--- src/common/swen_consts.svh ---
// Register map, field positions, reset values for the socket window enable block.
// Assumes a 32-bit AXI4-Lite register bus; each register takes one aligned word.
`ifndef SWEN_CONSTS_SVH
`define SWEN_CONSTS_SVH

// ==========================================================
// Register indexes and byte addresses
`define SWEN_IDX_WIN_ENABLE    8'h06
`define SWEN_IDX_IO_WIN_CTRL   8'h07
`define SWEN_ADDR_WIN_ENABLE   (4 * `SWEN_IDX_WIN_ENABLE)
`define SWEN_ADDR_IO_WIN_CTRL  (4 * `SWEN_IDX_IO_WIN_CTRL)
`define SWEN_ADDR_W            8

// ==========================================================
// Reset values
`define SWEN_RST_WIN_ENABLE    8'h00
`define SWEN_RST_IO_WIN_CTRL   8'h00

// ==========================================================
// Window enable fields
`define SWEN_EN_MEM_LSB        0
`define SWEN_EN_MEM_MSB        4
`define SWEN_EN_COMPAT         5
`define SWEN_EN_IO0            6
`define SWEN_EN_IO1            7
// Writable bits of the enable register; bit 5 reads zero
`define SWEN_EN_WMASK          8'hDF

// ==========================================================
// I/O window control fields
`define SWEN_CTL_SIZE0         0
`define SWEN_CTL_AUTO0         1
`define SWEN_CTL_TSEL0         3
`define SWEN_CTL_SIZE1         4
`define SWEN_CTL_AUTO1         5
`define SWEN_CTL_TSEL1         7

// ==========================================================
// AXI responses
`define SWEN_RESP_OKAY         2'h0
`define SWEN_RESP_SLVERR       2'h2

`endif

--- src/common/swen_pkg.sv ---
// Types shared by the socket window enable block.
// Assumes nothing beyond a SystemVerilog compiler.
package swen_pkg;

  // ==========================================================
  // Card access sequencer states, one-hot
  typedef enum logic [1:0] {
    SWEN_ST_IDLE = 2'b01,
    SWEN_ST_BUSY = 2'b10
  } swen_state_t;

  typedef logic [7:0] swen_reg_t;

endpackage : swen_pkg

--- src/common/swen_if.sv ---
// Carrier between the register/sequencer top and the window decoder.
// Assumes both ends sit on the same clock.
`timescale 1ns/1ps
interface swen_if;
  logic [4:0] mem_en;
  logic [1:0] io_en;
  logic [7:0] io_ctrl;
  logic       acc_is_io;
  logic [4:0] mem_hit;
  logic [1:0] io_hit;
  logic       ind16;
  logic       claim;
  logic [2:0] win_id;
  logic       width16;
  logic       timer_set;

  modport ctrl (
    output mem_en, io_en, io_ctrl, acc_is_io, mem_hit, io_hit, ind16,
    input  claim, win_id, width16, timer_set
  );
  modport dec (
    input  mem_en, io_en, io_ctrl, acc_is_io, mem_hit, io_hit, ind16,
    output claim, win_id, width16, timer_set
  );
endinterface : swen_if

--- src/hw/swen_window_decode.sv ---
// Window decoder: picks the enabled window an access hits and its card path.
// Assumes range comparison is done outside; hits arrive one bit per window.
`timescale 1ns/1ps
`include "swen_consts.svh"
module swen_window_decode
  import swen_pkg::*;
(
  // Decoder side of the carrier
  swen_if.dec d
);

  // Fixed size unless auto sizing, then follow the card
  function automatic logic io_width16(input logic size, input logic auto_sz, input logic ind);
    io_width16 = auto_sz ? ind : size;
  endfunction : io_width16

  logic [4:0] mem_live;
  logic [1:0] io_live;

  always_comb begin
    // Disabled windows never hit
    mem_live    = d.mem_hit & d.mem_en;
    io_live     = d.io_hit & d.io_en;
    d.claim     = 1'b0;
    d.win_id    = 3'h0;
    d.width16   = 1'b0;
    d.timer_set = 1'b0;
    if (d.acc_is_io) begin
      // Lowest window wins if ranges overlap
      if (io_live[0]) begin
        d.claim     = 1'b1;
        d.win_id    = 3'h0;
        d.width16   = io_width16(d.io_ctrl[`SWEN_CTL_SIZE0], d.io_ctrl[`SWEN_CTL_AUTO0], d.ind16);
        d.timer_set = d.io_ctrl[`SWEN_CTL_TSEL0];
      end else if (io_live[1]) begin
        d.claim     = 1'b1;
        d.win_id    = 3'h1;
        d.width16   = io_width16(d.io_ctrl[`SWEN_CTL_SIZE1], d.io_ctrl[`SWEN_CTL_AUTO1], d.ind16);
        d.timer_set = d.io_ctrl[`SWEN_CTL_TSEL1];
      end
    end else begin
      for (int i = 4; i >= 0; i--) begin
        if (mem_live[i]) begin
          d.claim  = 1'b1;
          d.win_id = 3'(i);
        end
      end
    end
  end

endmodule : swen_window_decode

--- src/hw/swen_top.sv ---
// Socket window enable and I/O window control registers with card access gating.
// Assumes one 100 MHz clock, window range hits computed by an outside comparator,
// and an AXI4-Lite master on the register port.
`timescale 1ns/1ps
`include "swen_consts.svh"
module swen_top
  import swen_pkg::*;
(
  // Clock and reset
  input  wire logic        aclk,
  input  wire logic        aresetn,
  // AXI4-Lite write address
  input  wire logic [31:0] s_axi_awaddr,
  input  wire logic        s_axi_awvalid,
  output logic             s_axi_awready,
  // AXI4-Lite write data
  input  wire logic [31:0] s_axi_wdata,
  input  wire logic [3:0]  s_axi_wstrb,
  input  wire logic        s_axi_wvalid,
  output logic             s_axi_wready,
  // AXI4-Lite write response
  output logic [1:0]       s_axi_bresp,
  output logic             s_axi_bvalid,
  input  wire logic        s_axi_bready,
  // AXI4-Lite read address
  input  wire logic [31:0] s_axi_araddr,
  input  wire logic        s_axi_arvalid,
  output logic             s_axi_arready,
  // AXI4-Lite read data
  output logic [31:0]      s_axi_rdata,
  output logic [1:0]       s_axi_rresp,
  output logic             s_axi_rvalid,
  input  wire logic        s_axi_rready,
  // Host access request
  input  wire logic        acc_valid,
  input  wire logic        acc_is_io,
  input  wire logic [4:0]  acc_mem_hit,
  input  wire logic [1:0]  acc_io_hit,
  output logic             acc_ready,
  output logic             acc_claim,
  // Card side
  input  wire logic        card_io_width_indicator_n,
  input  wire logic        card_done,
  output logic             card_start,
  output logic             card_busy,
  output logic [2:0]       card_win_id,
  output logic             card_is_io,
  output logic             card_width16,
  output logic             card_timer_set
);

  // ==========================================================
  // Registers
  swen_reg_t win_enable_ff;
  swen_reg_t nxt_win_enable;
  swen_reg_t io_ctrl_ff;
  swen_reg_t nxt_io_ctrl;

  // ==========================================================
  // AXI4-Lite slave state
  logic                  aw_held_ff;
  logic                  nxt_aw_held;
  logic [`SWEN_ADDR_W-1:0] aw_addr_ff;
  logic [`SWEN_ADDR_W-1:0] nxt_aw_addr;
  logic                  w_held_ff;
  logic                  nxt_w_held;
  logic [7:0]            w_data_ff;
  logic [7:0]            nxt_w_data;
  logic                  w_strb0_ff;
  logic                  nxt_w_strb0;
  logic                  bvalid_ff;
  logic                  nxt_bvalid;
  logic [1:0]            bresp_ff;
  logic [1:0]            nxt_bresp;
  logic                  rvalid_ff;
  logic                  nxt_rvalid;
  logic [31:0]           rdata_ff;
  logic [31:0]           nxt_rdata;
  logic [1:0]            rresp_ff;
  logic [1:0]            nxt_rresp;
  logic                  do_write;

  assign s_axi_awready = ~aw_held_ff;
  assign s_axi_wready  = ~w_held_ff;
  assign s_axi_arready = ~rvalid_ff;
  assign s_axi_bvalid  = bvalid_ff;
  assign s_axi_bresp   = bresp_ff;
  assign s_axi_rvalid  = rvalid_ff;
  assign s_axi_rdata   = rdata_ff;
  assign s_axi_rresp   = rresp_ff;

  // Write commits once address and data are both held and no response pends
  assign do_write = aw_held_ff & w_held_ff & ~bvalid_ff;

  always_comb begin
    nxt_aw_held    = aw_held_ff;
    nxt_aw_addr    = aw_addr_ff;
    nxt_w_held     = w_held_ff;
    nxt_w_data     = w_data_ff;
    nxt_w_strb0    = w_strb0_ff;
    nxt_bvalid     = bvalid_ff;
    nxt_bresp      = bresp_ff;
    nxt_win_enable = win_enable_ff;
    nxt_io_ctrl    = io_ctrl_ff;
    if (s_axi_awvalid && !aw_held_ff) begin
      nxt_aw_held = 1'b1;
      nxt_aw_addr = s_axi_awaddr[`SWEN_ADDR_W-1:0];
    end
    if (s_axi_wvalid && !w_held_ff) begin
      nxt_w_held  = 1'b1;
      nxt_w_data  = s_axi_wdata[7:0];
      nxt_w_strb0 = s_axi_wstrb[0];
    end
    if (do_write) begin
      nxt_aw_held = 1'b0;
      nxt_w_held  = 1'b0;
      nxt_bvalid  = 1'b1;
      nxt_bresp   = `SWEN_RESP_OKAY;
      case (aw_addr_ff)
        `SWEN_ADDR_W'(`SWEN_ADDR_WIN_ENABLE): begin
          // Compatibility bit stays zero
          if (w_strb0_ff) begin
            nxt_win_enable = w_data_ff & `SWEN_EN_WMASK;
          end
        end
        `SWEN_ADDR_W'(`SWEN_ADDR_IO_WIN_CTRL): begin
          if (w_strb0_ff) begin
            nxt_io_ctrl = w_data_ff;
          end
        end
        default: begin
          nxt_bresp = `SWEN_RESP_SLVERR;
        end
      endcase
    end else if (bvalid_ff && s_axi_bready) begin
      nxt_bvalid = 1'b0;
    end
  end

  // Upper address bits beyond the map alias onto it; only the low byte decodes
  always_comb begin
    nxt_rvalid = rvalid_ff;
    nxt_rdata  = rdata_ff;
    nxt_rresp  = rresp_ff;
    if (s_axi_arvalid && !rvalid_ff) begin
      nxt_rvalid = 1'b1;
      nxt_rresp  = `SWEN_RESP_OKAY;
      case (s_axi_araddr[`SWEN_ADDR_W-1:0])
        `SWEN_ADDR_W'(`SWEN_ADDR_WIN_ENABLE): begin
          nxt_rdata = {24'h000000, win_enable_ff};
        end
        `SWEN_ADDR_W'(`SWEN_ADDR_IO_WIN_CTRL): begin
          nxt_rdata = {24'h000000, io_ctrl_ff};
        end
        default: begin
          nxt_rdata = 32'h00000000;
          nxt_rresp = `SWEN_RESP_SLVERR;
        end
      endcase
    end else if (rvalid_ff && s_axi_rready) begin
      nxt_rvalid = 1'b0;
    end
  end

  always_ff @(posedge aclk) begin
    if (!aresetn) begin
      aw_held_ff    <= 1'b0;
      aw_addr_ff    <= '0;
      w_held_ff     <= 1'b0;
      w_data_ff     <= 8'h00;
      w_strb0_ff    <= 1'b0;
      bvalid_ff     <= 1'b0;
      bresp_ff      <= `SWEN_RESP_OKAY;
      rvalid_ff     <= 1'b0;
      rdata_ff      <= 32'h00000000;
      rresp_ff      <= `SWEN_RESP_OKAY;
      win_enable_ff <= `SWEN_RST_WIN_ENABLE;
      io_ctrl_ff    <= `SWEN_RST_IO_WIN_CTRL;
    end else begin
      aw_held_ff    <= nxt_aw_held;
      aw_addr_ff    <= nxt_aw_addr;
      w_held_ff     <= nxt_w_held;
      w_data_ff     <= nxt_w_data;
      w_strb0_ff    <= nxt_w_strb0;
      bvalid_ff     <= nxt_bvalid;
      bresp_ff      <= nxt_bresp;
      rvalid_ff     <= nxt_rvalid;
      rdata_ff      <= nxt_rdata;
      rresp_ff      <= nxt_rresp;
      win_enable_ff <= nxt_win_enable;
      io_ctrl_ff    <= nxt_io_ctrl;
    end
  end

  // ==========================================================
  // Card width indication synchroniser
  logic ind_meta_ff;
  logic nxt_ind_meta;
  logic ind_sync_ff;
  logic nxt_ind_sync;

  always_comb begin
    nxt_ind_meta = card_io_width_indicator_n;
    nxt_ind_sync = ind_meta_ff;
  end

  // Idle high: a floating pin means 8-bit
  always_ff @(posedge aclk) begin
    if (!aresetn) begin
      ind_meta_ff <= 1'b1;
      ind_sync_ff <= 1'b1;
    end else begin
      ind_meta_ff <= nxt_ind_meta;
      ind_sync_ff <= nxt_ind_sync;
    end
  end

  // ==========================================================
  // Window decode
  swen_if dif ();

  assign dif.mem_en    = win_enable_ff[`SWEN_EN_MEM_MSB:`SWEN_EN_MEM_LSB];
  assign dif.io_en     = {win_enable_ff[`SWEN_EN_IO1], win_enable_ff[`SWEN_EN_IO0]};
  assign dif.io_ctrl   = io_ctrl_ff;
  assign dif.acc_is_io = acc_is_io;
  assign dif.mem_hit   = acc_mem_hit;
  assign dif.io_hit    = acc_io_hit;
  assign dif.ind16     = ~ind_sync_ff;

  swen_window_decode swen_window_decode_inst (
    .d (dif.dec)
  );

  // ==========================================================
  // Card access sequencer
  swen_state_t state_ff;
  swen_state_t nxt_state;
  logic        start_ff;
  logic        nxt_start;
  logic [2:0]  win_id_ff;
  logic [2:0]  nxt_win_id;
  logic        is_io_ff;
  logic        nxt_is_io;
  logic        width16_ff;
  logic        nxt_width16;
  logic        tsel_ff;
  logic        nxt_tsel;
  logic        auto_ff;
  logic        nxt_auto;

  // Unclaimed requests are taken and dropped so the host never hangs
  assign acc_ready = (state_ff == SWEN_ST_IDLE);
  assign acc_claim = acc_valid & acc_ready & dif.claim;

  assign card_start     = start_ff;
  assign card_busy      = (state_ff == SWEN_ST_BUSY);
  assign card_win_id    = win_id_ff;
  assign card_is_io     = is_io_ff;
  assign card_width16   = width16_ff;
  assign card_timer_set = tsel_ff;

  always_comb begin
    nxt_state   = state_ff;
    nxt_start   = 1'b0;
    nxt_win_id  = win_id_ff;
    nxt_is_io   = is_io_ff;
    nxt_width16 = width16_ff;
    nxt_tsel    = tsel_ff;
    nxt_auto    = auto_ff;
    case (state_ff)
      SWEN_ST_IDLE: begin
        if (acc_claim) begin
          nxt_state   = SWEN_ST_BUSY;
          nxt_start   = 1'b1;
          nxt_win_id  = dif.win_id;
          nxt_is_io   = acc_is_io;
          nxt_width16 = dif.width16;
          nxt_tsel    = dif.timer_set;
          nxt_auto    = acc_is_io &
                        (dif.win_id[0] ? io_ctrl_ff[`SWEN_CTL_AUTO1] : io_ctrl_ff[`SWEN_CTL_AUTO0]);
        end
      end
      SWEN_ST_BUSY: begin
        // Auto-sized windows track the card during the whole access
        if (auto_ff) begin
          nxt_width16 = ~ind_sync_ff;
        end
        if (card_done) begin
          nxt_state = SWEN_ST_IDLE;
        end
      end
      default: begin
        nxt_state = SWEN_ST_IDLE;
      end
    endcase
  end

  always_ff @(posedge aclk) begin
    if (!aresetn) begin
      state_ff   <= SWEN_ST_IDLE;
      start_ff   <= 1'b0;
      win_id_ff  <= 3'h0;
      is_io_ff   <= 1'b0;
      width16_ff <= 1'b0;
      tsel_ff    <= 1'b0;
      auto_ff    <= 1'b0;
    end else begin
      state_ff   <= nxt_state;
      start_ff   <= nxt_start;
      win_id_ff  <= nxt_win_id;
      is_io_ff   <= nxt_is_io;
      width16_ff <= nxt_width16;
      tsel_ff    <= nxt_tsel;
      auto_ff    <= nxt_auto;
    end
  end

endmodule : swen_top

--- config.mk ---
export PLATFORM = sky130hd
export DESIGN_NAME = swen_top
export DESIGN_NICKNAME = d
export VERILOG_FILES = /design/src/common/swen_pkg.sv /design/src/common/swen_if.sv /design/src/hw/swen_window_decode.sv /design/src/hw/swen_top.sv
export VERILOG_INCLUDE_DIRS = /design/src /design/src/common
export SDC_FILE = /design/constraint.sdc
export NUM_CORES = 1
export LEC_CHECK = 0
export BUFFER_PORTS_ARGS = -buffer_cell sky130_fd_sc_hd__buf_2
export CAP_MARGIN = 20
export CORE_UTILIZATION = 45
export CTS_BUF_LIST = sky130_fd_sc_hd__clkbuf_2
export CTS_CLUSTER_SIZE = 20
export DETAILED_ROUTE_END_ITERATION = 12
export PLACE_DENSITY = 0.84
export SYNTH_ARGS = -nofsm -noshare
export SYNTH_HDL_FRONTEND = slang
export SYNTH_HIERARCHICAL = 1
export SYNTH_SLANG_ARGS = --single-unit
export TNS_END_PERCENT = 10
--- constraint.sdc ---
create_clock -name aclk -period 2.6 [get_ports aclk]
set_input_delay 0.13 -clock aclk [delete_from_list [all_inputs] [get_ports aclk]]
set_output_delay 0.13 -clock aclk [all_outputs]
set_load 0.02 [all_outputs]
==> impl_metrics.ini <==
[routing]
drtIter0Drc = 129
antenna_left = 0
routed_wl_microns = 5660
routed_via_density = 4.809
drc = 0
first_pass_iters = 4
vias = 2265
wire_per_inst_microns = 12.02

[clock_tree]
cts.path.max_buffers = 2
root_buffer = clkbuf_2
cts_resized = 0
clkSinkCount = 58
htreeDepth = 3
cts_buffers = 9
worstSkewPairLatency_ns = 0.47
post-cts-setup-buffer-count = 0
clk_pin_slew_worst_paths_ns = 0.16
cts_tree = built

[power]
ir_drop_uv = 246.1
p_leak_nw = 1.575
power.density_mw_per_mm2 = 495.5

[hold_path]
whs_path_depth = 5
worstHoldStart = acc_mem_hit[2]
hold-path-endpoint = card_win_id[1]
min_path_type = in -> reg

[die]
die-area_sq_mm = 0.006377
die_w_microns = 79.86
start_util_pct = 48.06
core_area_sq_mm = 0.005675
ioPinCount = 169
floorplan.rows = 27
die_y_microns = 79.86

[cells_and_area]
finish.utilization_pct = 60.25
final_nets = 512
drive_gt1_share_pct = 23.81
diodes = 0
area_delta_synth_final_pct = 25.37

[global_routing]
overflow = 0
antenna_found_initial = 0
grt_max_degree = 45
grt_usage_pct = 19.55
grt_first_pass_wirelength_microns = 9549
grt_pass1_vias = 2160

[worst_setup_path]
end_kind = output pin
crit_path_start = win_enable_ff[0]
startpoint_type = register
reg2reg_depth = 7
path_class = reg -> out
cp_max_fo = 10
r2r-start = win_enable_ff[0]
rr_endpoint = auto_ff
required_ns = 2.47
cp.arrival_ns = 2.21
r2r_slack_ns = 0.72

[synth]
yosysTopAreaCellShare_pct = 42.57
ys_ff_latch = 58
syn_avg_cell_area_sq_um = 9.153
synthCells = 298
yosysWarnings = 6
yosysSeqAreaShare_pct = 42.57
synth_cell_types = 38
syn-cell-area_sq_mm = 0.002728
synthTopCellsByArea = dfxtp_1 (43%), nand2_1 (9.2%), mux2i_1 (9.2%)
synth_area_leader_cell = dfxtp_1

[placed_design]
hpwlAfterDp_microns = 3798
routabilityCongestion = 0.7885
port_buffers = 67

[timing]
skew_ns = 0.02386
hold_viol = 0
rsz0062_at_grt = false
fin_crit_sh_pct = 90.06
maxSlewHeadroom_pct = 39.87
slew_viol_final = 0
tns_ns = 0
period_needed_ns = 2.342
fmax_mhz = 427.0
setup_viol = 0
worstMarginPinSlew_ns = 0.9001

[status]
run_status = completed

[flow_run]
max-cap-violations = 0
==> cells in the mapped netlist <==
master	count
nand4b_1	1
and2b_1	1
nand2b_1	5
nor3_2	1
o22ai_1	2
mux2_2	8
inv_1	6
clkbuf_1	9
nor3b_4	1
a21boi_0	24
a221o_1	1
conb_1	1
nand4_1	9
nor2_1	4
and3b_1	2
a21o_1	1
buf_4	26
nand4_4	2
nand3_1	3
dfxtp_1	58
nand4b_2	1
a21oi_1	3
nor4bb_1	1
a31oi_1	1
nand3b_1	1
nor4b_4	1
o21a_1	1
clkinv_1	1
o311ai_0	1
o21ai_0	3
buf_1	1
and2_1	3
o211a_1	2
nor2b_1	15
a32oi_1	2
mux2i_1	25
nand2_1	67
buf_2	4
==> registers in the layout, indices dropped and copies added, names as in the netlist, 2 cells and up <==
register	flops
aw_addr_ff	8
dif.io_ctrl	8
s_axi_rdata	8
w_data_ff	8
win_enable_ff	7
card_win_id	3
state_ff	2
==> stage by stage <==
step                hold slack, ns  instance area [sq um]  worst slack (ns)  total power, mW  instances
detailed placement          0.3351                   3009            0.7559            1.151        424
global route               0.06009                   3420           0.08771            1.774        471
floorplan                   0.2315                   2821            0.8481            1.120        323
finish                     0.05518                   3420            0.2583            1.694        471
global placement            0.3310                   3009            0.7958            1.146        424
CTS                        0.01500                   3420            0.2157            1.713        471
==> layout make-up <==
class	instances	area, sq um
fill	487	2256
multi-input combinational	218	1381
sequential	58	1161
timing repair buffer	100	660.6
tap	72	90.09
clock buffer	11	55.05
clock inverter	5	45.04
inverter	7	26.28
==> what timing repair did <==
action | in CTS | in global routing
endpoints found under the setup margin | 0 | 0
hold buffers | 31 | 0
hold endpoints to repair | 32 | 0
==> how the worst max path moves through the flow <==
| stage | to | slack, ns | cells after the start |
|---|---|---|---|
| 2_1_floorplan | state_ff[1] | 0.85 | 6 |
| 3_3_place_gp | acc_claim | 0.80 | 6 |
| 3_5_place_dp | auto_ff | 0.76 | 7 |
| 4_1_cts | acc_claim | 0.22 | 6 |
| 5_1_grt | acc_claim | 0.09 | 6 |
| 6_report | acc_claim | 0.26 | 6 |
==> critical path, stage by stage, from the launching register on <==
cell and delay, ns:
dfxtp_1 0.36, a221o_1 0.33, and3b_1 0.25, a32oi_1 0.09
nand4b_2 0.21, clkinv_1 0.28, buf_2 0.25
==> layout by cell type (no fill, tap or decap), drive strengths merged, types with 2 or more instances in the layout <==
cell         Yosys  final
nand4b           2      2
mux2             8      8
o22ai            2      2
dlygate4sd3      0     31
and3b            2      2
mux2i           25     25
nor2             4      4
clkinv           1      5
dfxtp           58     58
clkbuf           9     11
inv              6      6
o21ai            3      3
nand4           11     11
buf             31     69
a32oi            2      2
nor2b           15     15
o211a            2      2
nand2           67     67
conb             1     26
nand2b           5      5
nand3            3      3
and2             3      3
a21boi          24     24
a21oi            3      3
==> cell families after synthesis <==
family	Yosys count	share of synthesized area, %
AO/OA/AOI/OAI	41	11.01
buffers and inverters	47	10.23
flip-flops	58	42.57
multiplexers	33	12.48
other	1	0.1375
AND/OR/NAND/NOR	118	23.58
==> where the power goes <==
group,internal [mW],leakage [nW],switching (mW)
Combinational,0.103,1.04,0.132
Sequential,0.916,0.472,0.0192
Clock,0.219,0.0661,0.305
==> routing by layer <==
layer | vias up | share of wire, % | GRT usage (%)
li1 | 1156 | - | -
met1 | 1010 | 44 | 22.89
met2 | 86 | 48 | 33.25
met3 | 13 | 5.4 | 3.771
met4 | 0 | 2.6 | 10.89
met5 | - | 0 | 0
Note: power is estimated with default switching activity, not from simulation.
